--- config.mk ---
export PLATFORM = sky130hd
export DESIGN_NAME = hcs_config_select
export DESIGN_NICKNAME = d
export VERILOG_FILES = /design/src/rtl/hcs_pkg.sv /design/src/rtl/hcs_i2c_line.sv /design/src/rtl/hcs_config_select.sv
export SDC_FILE = /design/constraint.sdc
export NUM_CORES = 1
export LEC_CHECK = 0
export BUFFER_PORTS_ARGS = -buffer_cell sky130_fd_sc_hd__buf_2
export CAP_MARGIN = 0
export CORE_ASPECT_RATIO = 0.7
export CORE_MARGIN = 10
export CORE_UTILIZATION = 54
export DETAILED_ROUTE_END_ITERATION = 6
export GPL_TIMING_DRIVEN = 1
export PLACE_DENSITY = 0.78
export SYNTH_ARGS = -nofsm -noshare
export SYNTH_HDL_FRONTEND = slang
export SYNTH_SLANG_ARGS = --single-unit
export TNS_END_PERCENT = 50
--- constraint.sdc ---
create_clock -name core_clk -period 2.6 [get_ports core_clk]
set_clock_uncertainty 0.15 [all_clocks]
set_input_delay 0.13 -clock core_clk [delete_from_list [all_inputs] [get_ports core_clk]]
set_output_delay 0.13 -clock core_clk [all_outputs]
set_load 0.005 [all_outputs]
--- src/rtl/hcs_pkg.sv ---
// Constants for the harvester configuration select block.
// Assumes one 40 MHz core clock and an I2C target on the same die.
// Function
// - Answer I2C at seven-bit address 0x41
// - After I2C configuration, ignore every strap pin
// - Unwritten registers take defaults, not straps
// - Charge inhibit strap high blocks charging
// - Keep-alive strap high powers core from battery
// - Thermal guard blocks charging outside window
// - Host programs hot and cold limits
// - Thermal guard on unless strap tied high
// - Writing 1 to 0x0B applies staged registers
// - Start up from strap pins
// - Code 0x23 then load gives 0.285 V
// - No charging until cold start is done
package hcs_pkg;

  // Bus address of the target
  localparam logic [6:0] I2C_ADDR   = 7'h41;

  // Register offsets
  localparam logic [7:0] OFS_VER    = 8'h00;
  localparam logic [7:0] OFS_SRC    = 8'h01;
  localparam logic [7:0] OFS_OVDIS  = 8'h02;
  localparam logic [7:0] OFS_OVCH   = 8'h03;
  localparam logic [7:0] OFS_COLD   = 8'h04;
  localparam logic [7:0] OFS_HOT    = 8'h05;
  localparam logic [7:0] OFS_PWR    = 8'h06;
  localparam logic [7:0] OFS_LOAD   = 8'h0b;
  localparam logic [7:0] OFS_STAT   = 8'h0d;
  localparam logic [7:0] OFS_TEMP   = 8'h11;

  // Reset values of the staged registers
  localparam logic [6:0] SRC_RST    = 7'h77;
  localparam logic [5:0] OVDIS_RST  = 6'h2d;
  localparam logic [5:0] OVCH_RST   = 6'h33;
  localparam logic [7:0] COLD_RST   = 8'h8f;
  localparam logic [7:0] HOT_RST    = 8'h2f;
  localparam logic [3:0] PWR_RST    = 4'h7;

  // Power register field positions
  localparam int PWR_KA    = 0;  // Keep-alive enable
  localparam int PWR_HP    = 1;  // High-power mode enable
  localparam int PWR_TMON  = 2;  // Thermal guard enable
  localparam int PWR_CHDIS = 3;  // Charging disable

  // Control and status field positions
  localparam int LOAD_GO     = 0;  // Load staged configuration
  localparam int LOAD_BUSY   = 2;  // Load in progress
  localparam int STAT_TEMP   = 4;  // Temperature out of window
  localparam int STAT_CHARGE = 6;  // Charging active

  // Source regulation code for 0.285 V
  localparam logic [6:0] SRC_CODE_285MV = 7'h23;

  // Bits per byte on the bus
  localparam logic [3:0] BYTE_BITS = 4'h8;

endpackage

--- src/rtl/hcs_i2c_line.sv ---
// Line conditioner for the I2C clock and data pins.
// Assumes raw pin levels asynchronous to core_clk.
`timescale 1ns/1ps
`default_nettype none
module hcs_i2c_line (
  input  wire logic core_clk,
  input  wire logic rstn,
  input  wire logic scl_i,
  input  wire logic sda_i,
  output logic      scl_rise,
  output logic      scl_fall,
  output logic      sda_s,
  output logic      start_p,
  output logic      stop_p
);

  logic [2:0] scl_q;  // Two sync stages plus edge history
  logic [2:0] sda_q;  // Two sync stages plus edge history

  // Synchronise both pins; stage 0 feeds only stage 1
  always_ff @(posedge core_clk or negedge rstn) begin
    if (!rstn) begin
      scl_q <= 3'h7;
      sda_q <= 3'h7;
    end else begin
      scl_q <= {scl_q[1:0], scl_i};
      sda_q <= {sda_q[1:0], sda_i};
    end
  end

  // Edges and bus conditions from stages 1 and 2 only
  assign scl_rise = scl_q[1] & ~scl_q[2];
  assign scl_fall = ~scl_q[1] & scl_q[2];
  assign sda_s    = sda_q[1];
  assign start_p  = scl_q[1] & scl_q[2] & ~sda_q[1] & sda_q[2];
  assign stop_p   = scl_q[1] & scl_q[2] & sda_q[1] & ~sda_q[2];

endmodule
`default_nettype wire

--- src/rtl/hcs_config_select.sv ---
// Configuration select: I2C target, staged and active registers,
// strap capture and charge gating.
// Assumes temp_code and cold_start_done come from core_clk logic.
`timescale 1ns/1ps
`default_nettype none
module hcs_config_select #(
  parameter logic [7:0] VERSION = 8'h5a  // Arbitrary version value
) (
  input  wire logic       core_clk,
  input  wire logic       rstn,
  input  wire logic       scl_i,
  input  wire logic       sda_i,
  output logic            sda_o,
  output logic            sda_oe,
  input  wire logic       charge_inhibit_strap,
  input  wire logic       keep_alive_strap,
  input  wire logic       thermal_guard_strap,
  input  wire logic [5:0] source_level_straps,
  input  wire logic [2:0] battery_threshold_straps,
  input  wire logic       cold_start_done,
  input  wire logic [7:0] temp_code,
  output logic            charge_enable,
  output logic            keep_alive_en,
  output logic            thermal_guard_en,
  output logic            high_power_en,
  output logic            regulate_enable,
  output logic            temp_out_of_range,
  output logic            cfg_from_straps,
  output logic [6:0]      src_reg_code,
  output logic [2:0]      batt_strap_code,
  output logic [5:0]      ovdis_code,
  output logic [5:0]      ovch_code
);

  typedef enum logic [2:0] {
    ST_IDLE, ST_ADDR, ST_ADDR_ACK, ST_WR, ST_WR_ACK, ST_RD, ST_RD_ACK
  } hcs_state_e;

  // Bus conditioning outputs
  logic       scl_rise;
  logic       scl_fall;
  logic       sda_s;
  logic       start_p;
  logic       stop_p;

  // Target engine state
  hcs_state_e st_q;
  logic [3:0] cnt_q;      // Bits seen in the current byte
  logic [7:0] sh_q;       // Shift register
  logic       rw_q;       // Read transfer
  logic       first_q;    // Next written byte is the pointer
  logic       ack_q;      // Controller acked the read byte
  logic [7:0] ptr_q;      // Register pointer
  logic       oe_q;       // Pull data line low

  // Staged (bus-written) configuration
  logic [6:0] stg_src_q;
  logic [5:0] stg_ovdis_q;
  logic [5:0] stg_ovch_q;
  logic [7:0] stg_cold_q;
  logic [7:0] stg_hot_q;
  logic [3:0] stg_pwr_q;
  logic [5:0] wr_seen_q;  // Which staged registers the host wrote

  // Active configuration applied by the load command
  logic [6:0] act_src_q;
  logic [5:0] act_ovdis_q;
  logic [5:0] act_ovch_q;
  logic [7:0] act_cold_q;
  logic [7:0] act_hot_q;
  logic [3:0] act_pwr_q;
  logic       i2c_mode_q;  // Straps no longer used
  logic       busy_q;      // Load in progress, one cycle

  // Strap synchronisers, two stages each
  logic [11:0] strap1_q;
  logic [11:0] strap2_q;

  // Write strobe and load decode
  logic       byte_done;
  logic       wr_en;
  logic [7:0] rd_byte;
  logic       load_p;
  logic       addr_hit;

  // Selected configuration, before the output flops
  logic       inh_sel;
  logic       ka_sel;
  logic       tmon_sel;
  logic       hp_sel;
  logic [7:0] cold_sel;
  logic [7:0] hot_sel;
  logic       out_d;
  logic       chg_d;

  hcs_i2c_line u_line (
    .core_clk (core_clk),
    .rstn     (rstn),
    .scl_i    (scl_i),
    .sda_i    (sda_i),
    .scl_rise (scl_rise),
    .scl_fall (scl_fall),
    .sda_s    (sda_s),
    .start_p  (start_p),
    .stop_p   (stop_p)
  );

  // Byte boundary and bus decode
  assign byte_done = scl_fall && (cnt_q == hcs_pkg::BYTE_BITS);
  assign addr_hit  = (sh_q[7:1] == hcs_pkg::I2C_ADDR);
  assign wr_en     = byte_done && (st_q == ST_WR) && !first_q;
  assign load_p    = wr_en && (ptr_q == hcs_pkg::OFS_LOAD)
                     && sh_q[hcs_pkg::LOAD_GO];

  // Read data multiplexer, unmapped offsets read zero
  assign rd_byte =
    (ptr_q == hcs_pkg::OFS_VER)   ? VERSION :
    (ptr_q == hcs_pkg::OFS_SRC)   ? {1'b0, stg_src_q} :
    (ptr_q == hcs_pkg::OFS_OVDIS) ? {2'h0, stg_ovdis_q} :
    (ptr_q == hcs_pkg::OFS_OVCH)  ? {2'h0, stg_ovch_q} :
    (ptr_q == hcs_pkg::OFS_COLD)  ? stg_cold_q :
    (ptr_q == hcs_pkg::OFS_HOT)   ? stg_hot_q :
    (ptr_q == hcs_pkg::OFS_PWR)   ? {4'h0, stg_pwr_q} :
    (ptr_q == hcs_pkg::OFS_LOAD)  ? {5'h00, busy_q, 2'h0} :
    (ptr_q == hcs_pkg::OFS_STAT)  ? {1'b0, charge_enable, 1'b0,
                                     temp_out_of_range, 4'h0} :
    (ptr_q == hcs_pkg::OFS_TEMP)  ? temp_code : 8'h00;

  // Open-drain data: only ever pulls low
  assign sda_o  = 1'b0;
  assign sda_oe = oe_q;

  // Target engine: sample on rising clock, drive on falling clock
  always_ff @(posedge core_clk or negedge rstn) begin
    if (!rstn) begin
      st_q    <= ST_IDLE;
      cnt_q   <= 4'h0;
      sh_q    <= 8'h00;
      rw_q    <= 1'b0;
      first_q <= 1'b0;
      ack_q   <= 1'b0;
      ptr_q   <= 8'h00;
      oe_q    <= 1'b0;
    end else if (start_p) begin
      // Start or repeated start
      st_q    <= ST_ADDR;
      cnt_q   <= 4'h0;
      oe_q    <= 1'b0;
    end else if (stop_p) begin
      st_q    <= ST_IDLE;
      oe_q    <= 1'b0;
    end else begin
      case (st_q)
        ST_ADDR, ST_WR: begin
          if (scl_rise) begin
            sh_q  <= {sh_q[6:0], sda_s};
            cnt_q <= cnt_q + 4'h1;
          end else if (byte_done && st_q == ST_ADDR) begin
            // Acknowledge only our own address
            st_q    <= addr_hit ? ST_ADDR_ACK : ST_IDLE;
            oe_q    <= addr_hit;
            rw_q    <= sh_q[0];
            first_q <= 1'b1;
          end else if (byte_done) begin
            // Pointer byte first, data bytes advance it
            st_q    <= ST_WR_ACK;
            oe_q    <= 1'b1;
            first_q <= 1'b0;
            ptr_q   <= first_q ? sh_q : ptr_q + 8'h01;
          end
        end
        ST_ADDR_ACK, ST_WR_ACK: begin
          if (scl_fall) begin
            cnt_q <= 4'h0;
            if (st_q == ST_ADDR_ACK && rw_q) begin
              st_q <= ST_RD;
              sh_q <= rd_byte;
              oe_q <= ~rd_byte[7];
            end else begin
              st_q <= ST_WR;
              oe_q <= 1'b0;
            end
          end
        end
        ST_RD: begin
          if (scl_rise) begin
            cnt_q <= cnt_q + 4'h1;
          end else if (byte_done) begin
            // Release for the controller's acknowledge
            st_q  <= ST_RD_ACK;
            oe_q  <= 1'b0;
            ptr_q <= ptr_q + 8'h01;
          end else if (scl_fall) begin
            sh_q <= {sh_q[6:0], 1'b0};
            oe_q <= ~sh_q[6];
          end
        end
        ST_RD_ACK: begin
          if (scl_rise) begin
            ack_q <= ~sda_s;
          end else if (scl_fall) begin
            // Not acked: stop sending until the next start
            cnt_q <= 4'h0;
            st_q  <= ack_q ? ST_RD : ST_IDLE;
            sh_q  <= rd_byte;
            oe_q  <= ack_q & ~rd_byte[7];
          end
        end
        default: begin
          st_q <= ST_IDLE;
          oe_q <= 1'b0;
        end
      endcase
    end
  end

  // Staged registers; unwritten ones keep their defaults
  always_ff @(posedge core_clk or negedge rstn) begin
    if (!rstn) begin
      stg_src_q   <= hcs_pkg::SRC_RST;
      stg_ovdis_q <= hcs_pkg::OVDIS_RST;
      stg_ovch_q  <= hcs_pkg::OVCH_RST;
      stg_cold_q  <= hcs_pkg::COLD_RST;
      stg_hot_q   <= hcs_pkg::HOT_RST;
      stg_pwr_q   <= hcs_pkg::PWR_RST;
      wr_seen_q   <= 6'h00;
    end else if (wr_en) begin
      // Host-programmable limits and settings
      if (ptr_q == hcs_pkg::OFS_SRC) begin
        stg_src_q    <= sh_q[6:0];
        wr_seen_q[0] <= 1'b1;
      end else if (ptr_q == hcs_pkg::OFS_OVDIS) begin
        stg_ovdis_q  <= sh_q[5:0];
        wr_seen_q[1] <= 1'b1;
      end else if (ptr_q == hcs_pkg::OFS_OVCH) begin
        stg_ovch_q   <= sh_q[5:0];
        wr_seen_q[2] <= 1'b1;
      end else if (ptr_q == hcs_pkg::OFS_COLD) begin
        stg_cold_q   <= sh_q;
        wr_seen_q[3] <= 1'b1;
      end else if (ptr_q == hcs_pkg::OFS_HOT) begin
        stg_hot_q    <= sh_q;
        wr_seen_q[4] <= 1'b1;
      end else if (ptr_q == hcs_pkg::OFS_PWR) begin
        stg_pwr_q    <= sh_q[3:0];
        wr_seen_q[5] <= 1'b1;
      end
    end
  end

  // Load command copies staged into active; straps then ignored
  always_ff @(posedge core_clk or negedge rstn) begin
    if (!rstn) begin
      act_src_q   <= hcs_pkg::SRC_RST;
      act_ovdis_q <= hcs_pkg::OVDIS_RST;
      act_ovch_q  <= hcs_pkg::OVCH_RST;
      act_cold_q  <= hcs_pkg::COLD_RST;
      act_hot_q   <= hcs_pkg::HOT_RST;
      act_pwr_q   <= hcs_pkg::PWR_RST;
      i2c_mode_q  <= 1'b0;
      busy_q      <= 1'b0;
    end else begin
      busy_q <= load_p;
      if (load_p) begin
        act_src_q   <= stg_src_q;
        act_ovdis_q <= stg_ovdis_q;
        act_ovch_q  <= stg_ovch_q;
        act_cold_q  <= stg_cold_q;
        act_hot_q   <= stg_hot_q;
        act_pwr_q   <= stg_pwr_q;
        i2c_mode_q  <= 1'b1;
      end
    end
  end

  // Strap synchronisers
  always_ff @(posedge core_clk or negedge rstn) begin
    if (!rstn) begin
      strap1_q <= 12'h000;
      strap2_q <= 12'h000;
    end else begin
      strap1_q <= {charge_inhibit_strap, keep_alive_strap,
                   thermal_guard_strap, battery_threshold_straps,
                   source_level_straps};
      strap2_q <= strap1_q;
    end
  end

  // Configuration source: straps or fixed defaults until loaded, then registers
  assign inh_sel  = i2c_mode_q ? act_pwr_q[hcs_pkg::PWR_CHDIS]
                               : strap2_q[11];
  assign ka_sel   = i2c_mode_q ? act_pwr_q[hcs_pkg::PWR_KA]
                               : strap2_q[10];
  assign tmon_sel = i2c_mode_q ? act_pwr_q[hcs_pkg::PWR_TMON]
                               : ~strap2_q[9];
  assign hp_sel   = i2c_mode_q ? act_pwr_q[hcs_pkg::PWR_HP] : 1'b1;
  assign cold_sel = i2c_mode_q ? act_cold_q : hcs_pkg::COLD_RST;
  assign hot_sel  = i2c_mode_q ? act_hot_q : hcs_pkg::HOT_RST;

  // Higher code is colder: window is hot_sel..cold_sel
  assign out_d = (temp_code > cold_sel) || (temp_code < hot_sel);
  assign chg_d = cold_start_done && !inh_sel
                 && !(tmon_sel && out_d);

  // Output flops
  always_ff @(posedge core_clk or negedge rstn) begin
    if (!rstn) begin
      charge_enable     <= 1'b0;
      keep_alive_en     <= 1'b0;
      thermal_guard_en  <= 1'b0;
      high_power_en     <= 1'b0;
      regulate_enable   <= 1'b0;
      temp_out_of_range <= 1'b0;
      cfg_from_straps   <= 1'b1;
      src_reg_code      <= 7'h00;
      batt_strap_code   <= 3'h0;
      ovdis_code        <= 6'h00;
      ovch_code         <= 6'h00;
    end else begin
      charge_enable     <= chg_d;
      keep_alive_en     <= ka_sel;
      thermal_guard_en  <= tmon_sel;
      high_power_en     <= hp_sel;
      regulate_enable   <= cold_start_done;
      temp_out_of_range <= out_d;
      cfg_from_straps   <= ~i2c_mode_q;
      src_reg_code      <= i2c_mode_q ? act_src_q
                                      : {1'b0, strap2_q[5:0]};
      // Battery code frozen once the straps are ignored
      batt_strap_code   <= i2c_mode_q ? batt_strap_code
                                      : strap2_q[8:6];
      ovdis_code        <= act_ovdis_q;
      ovch_code         <= act_ovch_q;
    end
  end
endmodule
`default_nettype wire

==> results by group, run 1 <==
Critical path
  • Worst r2r src: cnt_q[1]
  • Worst Setup End Kind: flip-flop
  • R2r setup slk: 0.10 ns
  • Critical Path Fanout Max: 10
  • Worst reg-to-reg path cell count: 10
  • Crit path capture: act_pwr_q[1]
  • Worst flop-to-flop path endpoint: act_pwr_q[1]
  • Arr. time, crit path: 2.72 ns
  • CP startpoint kind: flip-flop
  • CP required: 2.82 ns
  • Crit path kind: flip-flop to flip-flop
  • Worst setup path start: cnt_q[1]

Timing
  • Final Worst Setup Slack: 0.102 ns
  • Final setup violation count: 0
  • Least-Margin Pin Slew: 0.569 ns
  • Hold WS: 0.0369 ns
  • Rel. slew slack: 62.0%
  • Slew Viols, Final: 0
  • Hold Vio Cnt, Final: 0
  • Fin crit share: 96.1%
  • Fin crit period: 2.50 ns
  • Max Clk Rate: 400 MHz

Drt
  • Routed vias/inst: 5.92
  • Via Count: 5710
  • Wire per inst: 21.0 µm
  • Starting DRT DRC Count: 773
  • DRT Pass-1 Iters: 6
  • DRC: 0
  • WL final: 20.3 mm
  • Antenna-violating nets left: 0

Die
  • Num rows: 36
  • Initial core utilization: 54.9%
  • Die Y: 119 µm
  • Core area: 13900 µm²
  • I/O Pins: 56
  • Chip width: 162 µm
  • DIE AREA: 19300 µm²

Place
  • Gpl congestion: 1.00
  • Port-buffer cells: 54
  • Area after DPL: 8400 µm²
  • DP Worst Slack: 0.0437 ns
  • Post-DP HPWL: 14.0 mm

Yosys
  • Syn Area/Cell: 11.6 µm²
  • Synthesized area: 7610 µm²
  • Synth area leaders: dfrtp_1 35%, dfstp_2 21%, mux2_2 12%, ha_1 3.5%, nand2_1 2.6%
  • EDFF count, synth: 0
  • Synthesized Nets: 700
  • Synth unique cells: 69
  • Post-synth ARST share: 100%
  • Share of Yosys cell area claimed by the top area cell type: 34.5%
  • Number of synthesized register bits: 166
  • Mapped Cells: 654
  • Yosys top cell by area: dfrtp_1
  • Post-synthesis sequential area ratio: 55.6%
  • Ys flop type: dfrtp_1
  • YS warnings: 0

Cells and area
  • Ant. Diodes: 0
  • Register area: 4230 µm²
  • Commonest non-fill, non-tap cell in the layout: dfrtp_1
  • Commonest cells after routing, fill and taps aside: 105 x dfrtp_1, 78 x mux2_2, 61 x dfstp_2, 53 x buf_2, 52 x buf_4
  • Multi-input logic area: 3200 µm²
  • Fin area: 9230 µm²
  • Nets@finish: 807
  • Share of post-route cells with drive strength above 1: 39.7%
  • Syn-to-layout area delta: 21.2%
  • Fillcell total: 1051

GRT
  • Grt met3 use: 6.06%
  • Initial antenna violation count: 0
  • Global-route wire length before repair: 32.1 mm
  • Met1 Resource Use GR: 28.8%
  • Global route overflow: 0
  • Vias in the first global route: 5821
  • Largest net degree at the start of global routing: 72
  • GRT Total Usage: 21.0%
  • Global Route met2 Usage: 31.5%
  • GR peak layer: met2

Power
  • Pwr Density: 833 nW/µm²
  • Worst VDD drop: 0.486 mV
  • Leakage power: 4.16 nW

Clock tree
  • Clock Pin Slew Worst Setup and Hold Paths: 0.07 ns
  • CTS root buffer: clkbuf_16
  • Clock latency on the worst-skew pair: 0.44 ns
  • CTS H-tree depth: 4
  • CTS tree: done
  • Num CTS Buffers: 17
  • CTS Sinks: 166
  • CTS Buffer Depth: 2

Min path
  • Min-delay worst type: input port to async pin

Status
  • Outcome: completed

Flow run
  • Max-cap violations: 0
[kinds of logic (layout without fill, tap and decap cells)]
| kind of cell | Yosys count | in the layout | share of synthesized area (%) |
|---|---|---|---|
| muxes | 89 | 89 | 13.3 |
| buffers and inverters | 54 | 174 | 2.88 |
| DFF | 166 | 166 | 55.6 |
| xor gates and xnor gates | 2 | 2 | 0.230 |
| adders and majority gates | 21 | 21 | 3.45 |
| AOI/OAI and AO/OA | 139 | 139 | 11.7 |
| other | 1 | 1 | 0.0492 |
| and+or+nand+nor | 182 | 182 | 12.8 |
[worst min path at each step]
| stage | endpoint | slack (ns) | startpoint |
|---|---|---|---|
| after global placement | act_cold_q[6] | -0.06 | rstn |
| final | act_hot_q[7] | 0.04 | rstn |
| after CTS | temp_out_of_range | 0.008 | temp_code[7] |
| after detailed placement | act_hot_q[7] | -0.05 | rstn |
| after floorplan | ack_q | -0.32 | rstn |
| after global routing | temp_out_of_range | 0.03 | temp_code[7] |
[cell usage after synthesis, types with 9 or more instances]
master    count
mux2_2       78
a21oi_1      35
ha_1         21
buf_2        10
dfstp_2      61
o21ai_0      38
nor2_1       33
nand3_1      26
clkbuf_1     27
inv_1        14
nand2b_1      9
nor2b_1      11
dfrtp_1     105
nand2_1      52
[per-layer routing]
| metal | wire, µm | share of wire (%) |
|---|---|---|
| met5 | 0 | 0 |
| met1 | 9020 | 45 |
| met2 | 9110 | 45 |
| met4 | 301 | 1.5 |
| met3 | 1830 | 9.0 |
[sequential cells by signal (all words and copies together), names as in the netlist, 8 cells and up]
| register | cells |
|---|---|
| strap1_q | 12 |
| strap2_q | 12 |
| act_cold_q | 8 |
| act_hot_q | 8 |
| ptr_q | 8 |
| sh_q | 8 |
| stg_cold_q | 8 |
| stg_hot_q | 8 |
[report_power, final]
part / total (W) / leakage, nW / switching, W / internal (W)
clock: 0.00245 / 0.274 / 0.00118 / 0.00128
combinational: 0.00223 / 1.92 / 0.00130 / 0.000929
sequential: 0.00301 / 1.97 / 0.000231 / 0.00278
[metrics by stage]
step / total power, W / TNS [ns] / std cells / utilization, %
floorplan: 0.00426 / 0 / 654 / -
global placement: 0.00513 / 0 / 912 / 60.5
detailed placement: 0.00517 / 0 / 912 / 60.5
CTS: 0.00763 / 0 / 960 / 65.9
global route: 0.00807 / -0.0000522 / 964 / 66.5
finish: 0.00770 / 0 / 964 / 66.5
[worst max-delay path: stages, from the launching register on]
cell and delay (ns):
dfrtp_1 0.39, inv_1 0.06, ha_1 0.12, and3b_1 0.20
nand3_2 0.11, nor4b_4 0.34, nand3_2 0.16, nor3_4 0.21
buf_6 0.17, buf_8 0.16, mux2_2 0.35
[area by class of cell]
class / instances / share of cell area (%)
repair buffers: 128 / 10.1
multi-input cells: 434 / 34.7
clock buffers: 17 / 4.61
flip-flops and latches: 166 / 45.8
well taps: 190 / 2.57
clock inverters: 15 / 1.65
inverters: 14 / 0.569
[timing repair]
item | CTS | global route
setup endpoints to repair | 0 | 54
hold buffers | 16 | 0
gates resized for setup | 0 | 12
buffers inserted | 0 | 1
hold endpoints to repair | 149 | 0
Power figures use the tool's default switching activity.
==> inputs of run 2 (changes only) <==
- MAX_ROUTING_LAYER: unset -> met4
- PLACE_DENSITY: 0.78 -> 0.75
- clock period: 2.6 -> 2.3 ns (I/O delays scaled with it)
==> run 2 against run 1 <==
Against the previous run: the flow now finishes with violations (negative setup slack); largest power group unchanged; critical path type unchanged; maximum frequency grew 2.0%; register-to-register slack got worse by 0.25 ns; clock-buffer cell count up 1; sequential share of layout area is 3.4 points lower; final area rose by 8.2%; via count up 2.7%.
==> results by group, run 2 (synthesis gave the netlist of run 1 again) <==
Clock tree
  • CTS H-tree depth: 4 (unchanged)
  • CTS Sinks: 166 (unchanged)
  • Num CTS Buffers: 17 (unchanged)
  • CTS Buffer Depth: 2 (unchanged)
  • CTS tree: done
  • Clock latency on the worst-skew pair: 0.44 ns (about the same)
  • Clock Pin Slew Worst Setup and Hold Paths: 0.07 ns (about the same)
  • CTS root buffer: clkbuf_16

Timing
  • Least-Margin Pin Slew: 0.596 ns (+0.0267 ns)
  • Final setup violation count: 55 (+55)
  • Slew Viols, Final: 0 (unchanged)
  • Fin crit share: 106% (+10 points)
  • Fin crit period: 2.45 ns (-0.0495 ns)
  • Final Worst Setup Slack: -0.149 ns (-0.250 ns)
  • Max Clk Rate: 408 MHz (+2.0%)
  • Rel. slew slack: 60.0% (-2.1 points)
  • Unrepaired setup endpoints after global routing: yes
  • Hold Vio Cnt, Final: 0 (unchanged)

Min path
  • Min-delay worst type: input port to async pin

Critical path
  • Critical Path Fanout Max: 4 (-6)
  • Crit path kind: flip-flop to flip-flop
  • Cell-by-cell trace of the critical path: inv_2, ha_1, and3b_2, nand3_4, nor4b_4, buf_4, nand3_2, or4_4, mux2_4
  • Worst setup path start: cnt_q[0]
  • Worst Setup End Kind: flip-flop
  • Arr. time, crit path: 2.62 ns (-0.10 ns)
  • CP max stage delay: 0.48 ns (+0.09 ns)
  • CP required: 2.47 ns (-0.35 ns)
  • Cell family with most CP delay: simple AND/OR/NAND/NOR gates
  • Worst path slowest cell: or4_4
  • Bufs and invs on worst path: 2 (-1)
  • CP startpoint kind: flip-flop
  • Worst r2r src: cnt_q[0]

Place
  • Placed Cells: 947 (+3.8%)
  • Port-buffer cells: 54 (unchanged)
  • Area after DPL: 8710 µm² (+3.7%)
  • Post-DP HPWL: 15.1 mm (+7.7%)
  • Gpl congestion: 0.941 (-5.9%)

Drt
  • DRT Pass-1 Iters: 5 (-1)
  • Via Count: 5863 (+2.7%)
  • DRC: 0 (unchanged)
  • Antenna-violating nets left: 0 (unchanged)
  • Wire per inst: 21.9 µm (+4.3%)
  • Routed vias/inst: 5.80 (-2.1%)
  • WL final: 22.2 mm (+9.4%)
  • Starting DRT DRC Count: 450 (-42%)

Cells and area
  • Syn-to-layout area delta: 31.1%
  • Final Util: 72.0% (+5.4 points)
  • Nets@finish: 854 (+5.8%)
  • Non-Filler Instances: 1011 (+4.9%)
  • Fillcell total: 967 (-8.0%)
  • Ant. Diodes: 0 (unchanged)
  • Fin area: 9990 µm² (+8.2%)
  • Share of post-route cells with drive strength above 1: 46.2% (+6.5 points)
  • Top flop regs: strap1_q: 12 flops, strap2_q: 12 flops
  • Commonest non-fill, non-tap cell in the layout: dfrtp_1
  • Commonest cells after routing, fill and taps aside: 102 x dfrtp_1, 87 x buf_4, 61 x dfstp_2, 53 x buf_2, 51 x nand2_1
  • Register area: 4230 µm² (about the same)
  • Multi-input logic area: 3480 µm² (+8.7%)

GRT
  • Global-route wire length before repair: 34.1 mm (+6.4%)
  • Initial antenna violation count: 0 (unchanged)
  • Largest net degree at the start of global routing: 62 (-14%)
  • GRT Total Usage: 23.5% (+2.4 points)
  • Global route overflow: 0 (unchanged)
  • Vias in the first global route: 5972 (+2.6%)

Power
  • Worst VDD drop: 0.521 mV (+7.2%)
  • Leakage power: 4.46 nW (+7.2%)
  • Pwr Density: 924 nW/µm² (+11%)

Die
  • Core area: 13900 µm² (unchanged)
  • Initial core utilization: 54.9% (unchanged)
  • DIE AREA: 19300 µm² (unchanged)
  • Num rows: 36 (unchanged)
  • Die Y: 119 µm (unchanged)
  • Chip width: 162 µm (unchanged)
  • I/O Pins: 56 (unchanged)

Status
  • Violated checks: negative setup slack
  • Outcome: complete, but fails checks

Flow run
  • Max-cap violations: 0 (unchanged)
## run 2: cell types whose count changed in the layout (fill, tap and decap cells not counted), sizes merged
cell | previous run | this run
inv | 22 | 21
buf | 111 | 155
clkinv | 4 | 7
dlygate4sd3 | 16 | 17
clkinvlp | 3 | 0
clkbuf | 18 | 21
## run 2: final timing paths
kind | end | cells after the start | slack (ns)
worst max-delay path | stg_pwr_q[3] | 9 | -0.15
worst min-delay path | act_hot_q[4] | 2 | 0.08
worst min register to register | strap2_q[5] | 0 | 0.20
min in group core_clk | sh_q[1] | 5 | 0.15
worst max register to register | stg_pwr_q[3] | 9 | -0.15
max in group asynchronous | stg_hot_q[5] | 3 | 1.14
## run 2: final cells by class
cell class,count,area share (%)
well taps,190,2.38
repair buffers,175,14.0
inverters,14,0.526
clock inverters,14,1.55
clock buffers,18,4.30
flip-flops and latches,166,42.4
multi-input cells,434,34.9
## run 2: worst reg2reg max path, stage by stage (launching register included)
cell     delay, ns
dfrtp_1       0.39
inv_2         0.05
ha_1          0.12
and3b_2       0.22
nand3_4       0.09
nor4b_4       0.26
buf_4         0.18
nand3_2       0.08
or4_4         0.48
mux2_4        0.31
## run 2: where the power goes
| part | switching (W) | total [W] | internal [W] |
|---|---|---|---|
| logic | 0.00176 | 0.00312 | 0.00136 |
| clock network | 0.00134 | 0.00279 | 0.00145 |
| registers | 0.000173 | 0.00332 | 0.00315 |
## run 2: stage by stage
step | power, W | worst slack (ns) | TNS (ns) | hold WS (ns)
3_5_place_dp | 0.00618 | -0.308 | -13.99 | -0.0107
5_1_grt | 0.00965 | -0.240 | -9.92 | 0.131
6_report | 0.00923 | -0.149 | -3.77 | 0.0826
2_1_floorplan | 0.00483 | -0.154 | -4.75 | -0.331
3_3_place_gp | 0.00613 | -0.286 | -10.88 | -0.0164
4_1_cts | 0.00915 | -0.224 | -10.92 | 0.105
## run 2: layer usage
layer	global-route usage [%]	wire length [µm]	up-vias
li1	-	-	2674
met1	31.4	10100	2968
met2	34.7	10100	198
met3	6.19	1640	23
met4	6.35	315	0
met5	-	0	-
## run 2: repair_timing
action / in CTS / in global routing
hold buffers: 17 / 0
resized for setup: 35 / 52
buffers inserted: 9 / 1
endpoints found under the hold margin: 87 / 0
pin swaps: 8 / 3
setup endpoints to repair: 76 / 90
gates cloned: 2 / 3
